===== src/opa_regs.vh =====
// Purpose: constants for the optical power alarm threshold bank
// Assumes: byte-wide registers on a two-wire serial target
// Notes: definitions only
`ifndef OPA_REGS_VH
`define OPA_REGS_VH

// =====================================================================
// target address and register offsets
`define OPA_DEV_ADDR 7'h51
`define OPA_TX_FLOOR_HI_OFS 8'h1A
`define OPA_TX_FLOOR_LO_OFS 8'h1B
`define OPA_RX_CEIL_HI_OFS 8'h20
`define OPA_RX_CEIL_LO_OFS 8'h21
`define OPA_RX_FLOOR_HI_OFS 8'h22
`define OPA_RX_FLOOR_LO_OFS 8'h23

// =====================================================================
// reset values and fill for unmapped reads
`define OPA_THRESH_RST 8'h00
`define OPA_UNMAPPED_RD 8'h00

// =====================================================================
// scaling of one count of a power high byte, in nanowatts
`define OPA_POWER_LSB_NW 25600

// =====================================================================
// comparison sense for the alarm comparator
`define OPA_CMP_BELOW 1'b0
`define OPA_CMP_ABOVE 1'b1

`endif


===== src/opa_byte_reg.v =====
// Purpose: one byte-wide threshold register
// Assumes: synchronous active-high reset
// Notes: all bits read/write
`timescale 1ns/1ns
`include "opa_regs.vh"

module opa_byte_reg (
  input wire ref_clk, // system clock
  input wire rst, // synchronous reset
  input wire wrEn, // write strobe
  input wire [7:0] wrData, // byte to store
  output reg [7:0] q_r // stored byte
);

  always @(posedge ref_clk) begin
    if (rst) begin
      q_r <= `OPA_THRESH_RST;
    end else if (wrEn) begin
      q_r <= wrData;
    end
  end

endmodule


===== src/opa_alarm_cmp.v =====
// Purpose: raw high-byte comparison producing one alarm flag
// Assumes: measurement strobe marks a fresh result
// Notes: flag follows the latest measurement
`timescale 1ns/1ns
`include "opa_regs.vh"

module opa_alarm_cmp #(
  parameter [0:0] SENSE = `OPA_CMP_ABOVE // above or below the limit
) (
  input wire ref_clk, // system clock
  input wire rst, // synchronous reset
  input wire measStb, // new measurement pulse
  input wire [7:0] measHi, // measurement high byte
  input wire [7:0] limitHi, // threshold high byte
  output reg flag_r // alarm flag
);

  wire hit;

  assign hit = (SENSE == `OPA_CMP_ABOVE) ? (measHi > limitHi) : (measHi < limitHi);

  always @(posedge ref_clk) begin
    if (rst) begin
      flag_r <= 1'b0;
    end else if (measStb) begin
      flag_r <= hit;
    end
  end

endmodule


===== src/opa_thresholds.v =====
// Purpose: optical power alarm threshold bank behind a two-wire target
// Assumes: scl and sda inputs synchronous to ref_clk, scl far slower
// Notes: sda is open drain, output enable low while pulling low
//
// Function
// tx floor alarm set when tx measurement high byte is below tx floor high byte
// rx ceiling alarm set when rx measurement high byte exceeds ceiling high byte
// rx floor alarm set when rx measurement high byte is below floor high byte
// low threshold bytes are stored but never used in comparisons
// one count of rx threshold high byte equals 25.6 microwatts
// each high/low byte pair is one unsigned 16-bit value, high byte upper
// thresholds compared as raw values without calibration
// all threshold bits read/write, reset to zero
// registers reached at seven-bit target address 1010001
// host should program low threshold bytes to zero
// all comparisons re-evaluated on every new measurement
`timescale 1ns/1ns
`include "opa_regs.vh"

module opa_thresholds (
  input wire ref_clk, // 10 MHz system clock
  input wire rst, // synchronous reset, active high
  input wire sclIn, // serial clock from host
  input wire sdaIn, // serial data level on the wire
  output reg sdaOut_r, // serial data drive value, always low
  output reg sdaOe_n_r, // low while pulling sda low
  input wire measStb, // pulse: new power measurement
  input wire [7:0] transmitPowerMeasHi, // tx power measurement high byte
  input wire [7:0] receivePowerMeasHi, // rx power measurement high byte
  output wire txFloorAlarm_r, // tx power below floor
  output wire rxCeilingAlarm_r, // rx power above ceiling
  output wire rxFloorAlarm_r // rx power below floor
);

  // ===================================================================
  // bus states
  localparam [6:0] S_IDLE = 7'h01;
  localparam [6:0] S_ADDR = 7'h02;
  localparam [6:0] S_AACK = 7'h04;
  localparam [6:0] S_WR = 7'h08;
  localparam [6:0] S_WACK = 7'h10;
  localparam [6:0] S_RD = 7'h20;
  localparam [6:0] S_RACK = 7'h40;

  reg [6:0] state_r;
  reg sclQ_r;
  reg sdaQ_r;
  reg [2:0] bitCnt_r;
  reg byteDone_r;
  reg [7:0] shift_r;
  reg [7:0] ptr_r;
  reg rw_r;
  reg firstByte_r;
  reg masterAck_r;
  reg wrStb_r;
  reg [7:0] wrAddr_r;
  reg [7:0] wrData_r;
  reg [7:0] rdByte;

  wire sclRise;
  wire sclFall;
  wire startCond;
  wire stopCond;
  wire [7:0] txFloorHi;
  wire [7:0] txFloorLo;
  wire [7:0] rxCeilHi;
  wire [7:0] rxCeilLo;
  wire [7:0] rxFloorHi;
  wire [7:0] rxFloorLo;

  assign sclRise = sclIn & ~sclQ_r;
  assign sclFall = ~sclIn & sclQ_r;
  assign startCond = sclIn & sclQ_r & sdaQ_r & ~sdaIn;
  assign stopCond = sclIn & sclQ_r & ~sdaQ_r & sdaIn;

  // ===================================================================
  // threshold registers
  opa_byte_reg uTxFloorHi (
    .ref_clk(ref_clk),
    .rst(rst),
    .wrEn(wrStb_r && wrAddr_r == `OPA_TX_FLOOR_HI_OFS),
    .wrData(wrData_r),
    .q_r(txFloorHi)
  );

  opa_byte_reg uTxFloorLo (
    .ref_clk(ref_clk),
    .rst(rst),
    .wrEn(wrStb_r && wrAddr_r == `OPA_TX_FLOOR_LO_OFS),
    .wrData(wrData_r),
    .q_r(txFloorLo)
  );

  opa_byte_reg uRxCeilHi (
    .ref_clk(ref_clk),
    .rst(rst),
    .wrEn(wrStb_r && wrAddr_r == `OPA_RX_CEIL_HI_OFS),
    .wrData(wrData_r),
    .q_r(rxCeilHi)
  );

  opa_byte_reg uRxCeilLo (
    .ref_clk(ref_clk),
    .rst(rst),
    .wrEn(wrStb_r && wrAddr_r == `OPA_RX_CEIL_LO_OFS),
    .wrData(wrData_r),
    .q_r(rxCeilLo)
  );

  opa_byte_reg uRxFloorHi (
    .ref_clk(ref_clk),
    .rst(rst),
    .wrEn(wrStb_r && wrAddr_r == `OPA_RX_FLOOR_HI_OFS),
    .wrData(wrData_r),
    .q_r(rxFloorHi)
  );

  opa_byte_reg uRxFloorLo (
    .ref_clk(ref_clk),
    .rst(rst),
    .wrEn(wrStb_r && wrAddr_r == `OPA_RX_FLOOR_LO_OFS),
    .wrData(wrData_r),
    .q_r(rxFloorLo)
  );

  // ===================================================================
  // read mux, pair layout high:low
  always @* begin
    case (ptr_r)
      `OPA_TX_FLOOR_HI_OFS: rdByte = txFloorHi;
      `OPA_TX_FLOOR_LO_OFS: rdByte = txFloorLo;
      `OPA_RX_CEIL_HI_OFS: rdByte = rxCeilHi;
      `OPA_RX_CEIL_LO_OFS: rdByte = rxCeilLo;
      `OPA_RX_FLOOR_HI_OFS: rdByte = rxFloorHi;
      `OPA_RX_FLOOR_LO_OFS: rdByte = rxFloorLo;
      default: rdByte = `OPA_UNMAPPED_RD;
    endcase
  end

  // ===================================================================
  // alarm comparators: raw high bytes only, low bytes never looked at
  opa_alarm_cmp #(.SENSE(`OPA_CMP_BELOW)) uTxFloorCmp (
    .ref_clk(ref_clk),
    .rst(rst),
    .measStb(measStb),
    .measHi(transmitPowerMeasHi),
    .limitHi(txFloorHi),
    .flag_r(txFloorAlarm_r)
  );

  // one count of either rx limit is OPA_POWER_LSB_NW, same as measurement
  opa_alarm_cmp #(.SENSE(`OPA_CMP_ABOVE)) uRxCeilCmp (
    .ref_clk(ref_clk),
    .rst(rst),
    .measStb(measStb),
    .measHi(receivePowerMeasHi),
    .limitHi(rxCeilHi),
    .flag_r(rxCeilingAlarm_r)
  );

  opa_alarm_cmp #(.SENSE(`OPA_CMP_BELOW)) uRxFloorCmp (
    .ref_clk(ref_clk),
    .rst(rst),
    .measStb(measStb),
    .measHi(receivePowerMeasHi),
    .limitHi(rxFloorHi),
    .flag_r(rxFloorAlarm_r)
  );

  // ===================================================================
  // two-wire target
  always @(posedge ref_clk) begin
    if (rst) begin
      state_r <= S_IDLE;
      sclQ_r <= 1'b1;
      sdaQ_r <= 1'b1;
      bitCnt_r <= 3'h0;
      byteDone_r <= 1'b0;
      shift_r <= 8'h00;
      ptr_r <= 8'h00;
      rw_r <= 1'b0;
      firstByte_r <= 1'b0;
      masterAck_r <= 1'b0;
      wrStb_r <= 1'b0;
      wrAddr_r <= 8'h00;
      wrData_r <= 8'h00;
      sdaOut_r <= 1'b0;
      sdaOe_n_r <= 1'b1;
    end else begin
      sclQ_r <= sclIn;
      sdaQ_r <= sdaIn;
      wrStb_r <= 1'b0;
      if (startCond) begin
        state_r <= S_ADDR;
        bitCnt_r <= 3'h0;
        byteDone_r <= 1'b0;
        sdaOe_n_r <= 1'b1;
      end else if (stopCond) begin
        state_r <= S_IDLE;
        byteDone_r <= 1'b0;
        sdaOe_n_r <= 1'b1;
      end else begin
        case (state_r)
          S_IDLE: begin
            sdaOe_n_r <= 1'b1;
          end
          S_ADDR, S_WR: begin
            if (sclRise) begin
              shift_r <= {shift_r[6:0], sdaIn};
              bitCnt_r <= bitCnt_r + 3'h1;
              if (bitCnt_r == 3'h7) begin
                byteDone_r <= 1'b1;
              end
            end else if (sclFall && byteDone_r) begin
              byteDone_r <= 1'b0;
              if (state_r == S_ADDR) begin
                if (shift_r[7:1] == `OPA_DEV_ADDR) begin
                  sdaOe_n_r <= 1'b0;
                  rw_r <= shift_r[0];
                  state_r <= S_AACK;
                end else begin
                  state_r <= S_IDLE;
                end
              end else begin
                sdaOe_n_r <= 1'b0;
                state_r <= S_WACK;
                if (firstByte_r) begin
                  ptr_r <= shift_r;
                  firstByte_r <= 1'b0;
                end else begin
                  wrStb_r <= 1'b1;
                  wrAddr_r <= ptr_r;
                  wrData_r <= shift_r;
                  ptr_r <= ptr_r + 8'h01;
                end
              end
            end
          end
          S_AACK: begin
            if (sclFall) begin
              bitCnt_r <= 3'h0;
              if (rw_r) begin
                state_r <= S_RD;
                sdaOe_n_r <= rdByte[7];
                shift_r <= {rdByte[6:0], 1'b0};
              end else begin
                state_r <= S_WR;
                sdaOe_n_r <= 1'b1;
                firstByte_r <= 1'b1;
              end
            end
          end
          S_WACK: begin
            if (sclFall) begin
              sdaOe_n_r <= 1'b1;
              state_r <= S_WR;
            end
          end
          S_RD: begin
            if (sclRise) begin
              bitCnt_r <= bitCnt_r + 3'h1;
              if (bitCnt_r == 3'h7) begin
                byteDone_r <= 1'b1;
              end
            end else if (sclFall) begin
              if (byteDone_r) begin
                byteDone_r <= 1'b0;
                sdaOe_n_r <= 1'b1;
                ptr_r <= ptr_r + 8'h01;
                state_r <= S_RACK;
              end else begin
                sdaOe_n_r <= shift_r[7];
                shift_r <= {shift_r[6:0], 1'b0};
              end
            end
          end
          S_RACK: begin
            if (sclRise) begin
              masterAck_r <= ~sdaIn;
            end else if (sclFall) begin
              if (masterAck_r) begin
                state_r <= S_RD;
                bitCnt_r <= 3'h0;
                sdaOe_n_r <= rdByte[7];
                shift_r <= {rdByte[6:0], 1'b0};
              end else begin
                state_r <= S_IDLE;
              end
            end
          end
          default: begin
            state_r <= S_IDLE;
            sdaOe_n_r <= 1'b1;
          end
        endcase
      end
    end
  end

endmodule


===== config.mk =====
export PLATFORM = sky130hd
export DESIGN_NAME = opa_thresholds
export DESIGN_NICKNAME = d
export VERILOG_FILES = /design/src/opa_byte_reg.v /design/src/opa_alarm_cmp.v /design/src/opa_thresholds.v
export VERILOG_INCLUDE_DIRS = /design/src
export SDC_FILE = /design/constraint.sdc
export NUM_CORES = 1
export LEC_CHECK = 0
export ABC_AREA = 0
export BUFFER_PORTS_ARGS = -buffer_cell sky130_fd_sc_hd__buf_2
export CAP_MARGIN = 30
export CORE_ASPECT_RATIO = 0.6
export CORE_UTILIZATION = 50
export CTS_BUF_LIST = sky130_fd_sc_hd__clkbuf_8
export DETAILED_ROUTE_END_ITERATION = 6
export GPL_ROUTABILITY_DRIVEN = 1
export GPL_TIMING_DRIVEN = 0
export PLACE_DENSITY = 0.67
export RECOVER_POWER = 25
export SKIP_LAST_GASP = 1
export SLEW_MARGIN = 25
export SYNTH_ARGS = -nofsm -noshare
export SYNTH_HDL_FRONTEND = slang
export SYNTH_SLANG_ARGS = --single-unit

===== constraint.sdc =====
create_clock -name ref_clk -period 3.73 [get_ports ref_clk]
set_clock_uncertainty 0.2 [all_clocks]
set_input_delay 0.5595 -clock ref_clk [delete_from_list [all_inputs] [get_ports ref_clk]]
set_output_delay 0.5595 -clock ref_clk [all_outputs]
set_load 0.1 [all_outputs]

==> results_dict.tcl <==
set metrics [dict create \
    status "finished clean" \
    stdcell_area_um2 6010 \
    numPortBuffers 23 \
    min-delay-path-class "input port to register" \
    clk_latency_ns 0.37 \
    yosysTopAreaCell "dfxtp_1" \
    critical_path.max_fanout 8 \
    synth_edf_count 0 \
    cts_max_level 3 \
    place.detailed.hpwl_mm 11.5 \
    yosysMostFrequentCell "dfxtp_1" \
    drive_above_1_share_pct 10.3 \
    remaining_drc_errors 0 \
    dieArea_um2 11500 \
    routabilityCongestion 0.919 \
    finalCriticalPeriod_ns 3.02 \
    final_net_count 738 \
    fp.dieW_um 138 \
    core-area_um2 10700 \
    leakage_uw 0.00228 \
    grt_max_degree 17 \
    hold_path_depth 2 \
    power.density_nw_per_um2 326 \
    cts.sinks 101 \
    synth_seq_cells 101 \
    final_hold_viol_count 0 \
    syn2layout_area_growth_pct 8.18 \
    finalWirelength_mm 15.2 \
    finalSetupTns_ns 0 \
    rsz0062_at_grt "no" \
    wl_per_cell_um 18.3 \
    cts_resized 0 \
    grt_pass1_vias 4618 \
    synthTopCellsByArea "dfxtp_1, mux2i_1, ha_1, nor2_1, nand2_1" \
    worstSetupStartpointType "register" \
    setup_ws_ns 0.712 \
    synth_top_cells_by_count "dfxtp_1, nor2_1, nand2_1, mux2i_1, a21oi_1" \
    dp_cells 814 \
    antenna_found_initial 0 \
    max_slew_margin_pct 22.8 \
    ir_drop_mv 0.182 \
    cts-root-buf "clkbuf_8" \
    min-delay-start "sclIn" \
    cp.required_ns 3.76 \
    cts_setup_buffers 0 \
    fin_crit_sh_pct 80.9 \
    slew_violations 0 \
    hold_end "sclQ_r" \
    synthCells 652 \
    grt_overflow_total 0 \
    cap_violations 0 \
    syn_nets 704 \
    crit_arrival_ns 3.04 \
    avgSynthCellArea_um2 8.51 \
    async_flop_share_pct 0 \
    criticalPathCategory "register to register" \
    cts_buffer_depth 2 \
    tritoncts "built" \
    first_pass_iters 5 \
    seq_area_frac_synth_pct 36.4 \
    reg2reg_slack_ns 0.71 \
    reg2reg_depth 9 \
    synth_warnings 0 \
    die_h_um 83.6 \
    syn-cell-area_um2 5550 \
    dp_slack_ns 0.820 \
    final_antenna_net_count 0 \
    vias 4999 \
    placed_area_um2 5840 \
    finalNonFillerCells 829 \
    rows 29 \
    multiInputGateArea_um2 3200 \
    holdWs_ns 0.236 \
    fmax_mhz 331 \
    ff_latch_area_um2 2020 \
    clk_pin_slew_worst_paths_ns 0.10 \
    numCtsBuffers 9 \
    setup_viol 0 \
    worst_slew_pin_slew_ns 1.16 \
    grt_pass1_wl_mm 24.3 \
    ys_types 68 \
    nFillCells 1010 \
    hold_buffers 0 \
    synth_flop_cell "dfxtp_1" \
    via_per_inst 6.03 \
    io_pins 26 \
    r2r_start "ptr_r[0]" \
    timing.rr.end "sdaOe_n_r" \
    synth_top_cell_area_share_pct 36.4 \
    drt_iter0_drc 461 \
    end_kind "register" \
    grtUsageTotal_pct 26.9 \
    diodes 0 \
    initial_core_util_pct 52.0 \
]
## kinds of logic after synthesis
group                      share of synthesized area [%]
DFF                                                 36.4
adders and majority gates                           6.99
buffers and inverters                               5.68
AOI/OAI and AO/OA                                   17.4
and+or+nand+nor                                     21.5
other                                             0.0675
xor gates and xnor gates                           0.789
muxes                                               11.2
## routing by layer
metal | track usage [%] | part of all wire [%]
met2 | 36.3 | 38
met3 | 5.05 | 8.7
met1 | 43.6 | 52
met5 | 0 | 0
met4 | 4.10 | 0.74
## layout make-up
type	instances	area share, %
multi-input combinational	477	53.3
buffer	41	3.13
sequential	101	33.7
tap	139	2.90
clock buffer	9	2.06
timing repair buffer	23	1.81
inverter	33	2.06
clock inverter	6	1.04
## per-stage QoR
step | util, % | power (µW)
5_1_grt | 56.3 | 2030
6_report | 56.3 | 1960
3_5_place_dp | 54.8 | 1290
2_1_floorplan | - | 1240
4_1_cts | 56.5 | 1970
3_3_place_gp | 54.8 | 1290
## report_power, final
group | internal (µW) | total, µW | leakage [µW] | switching, µW
clock | 308 | 691 | 0.0000996 | 383
sequential | 1080 | 1090 | 0.000815 | 3.20
combinational | 54.8 | 181 | 0.00136 | 126
total | 1450 | 1960 | 0.00228 | 512
## worst max-delay path by stage
stage | cells after the start | startpoint | slack (ns) | endpoint
final | 9 | ptr_r[0] | 0.71 | sdaOe_n_r
after CTS | 9 | ptr_r[0] | 0.81 | sdaOe_n_r
after floorplan | 8 | sclIn | 1.33 | shift_r[4]
after detailed placement | 9 | ptr_r[0] | 0.82 | sdaOe_n_r
after global routing | 7 | state_r[4] | 0.43 | wrAddr_r[4]
after global placement | 9 | ptr_r[0] | 0.89 | sdaOe_n_r
## flip-flops by register name, indices dropped and copies added, names as in the netlist, 8 cells and up
name,flops
uTxFloorLo.q_r,8
uRxFloorLo.q_r,8
uRxFloorHi.q_r,8
uRxCeilLo.q_r,8
shift_r,8
wrAddr_r,8
wrData_r,8
uTxFloorHi.q_r,8
ptr_r,8
uRxCeilHi.q_r,8
## layout by cell type, fill, tap and decap left out, drive strengths merged, types with 2 or more instances in the layout
cell type    n
or4          2
nor4bb       2
a211oi       4
a22o        18
clkinv       3
nor4         7
a21oi       41
a222oi       5
o221ai       2
mux2i       61
nor3         8
nor2b        6
a211o        4
inv         35
o21ai       23
nand2       67
xor2         5
nor2        90
or2          5
nor3b        4
buf         34
a31oi        3
nand3       16
clkbuf      39
dfxtp      101
ha          31
o21a         9
or3          5
nand3b       7
nor4b        4
and3         4
nand4b       2
a22oi       10
a2bb2oi      2
nand2b       8
o31ai        4
## critical path: stages, from the launching register on
cell	delay, ns
dfxtp_1	0.47
inv_1	0.10
ha_1	0.20
clkbuf_1	0.24
a22oi_1	0.21
nand2_1	0.09
a22oi_1	0.29
o21ai_0	0.14
a2111oi_0	0.78
mux2i_1	0.16
Power figures use the tool's default switching activity.
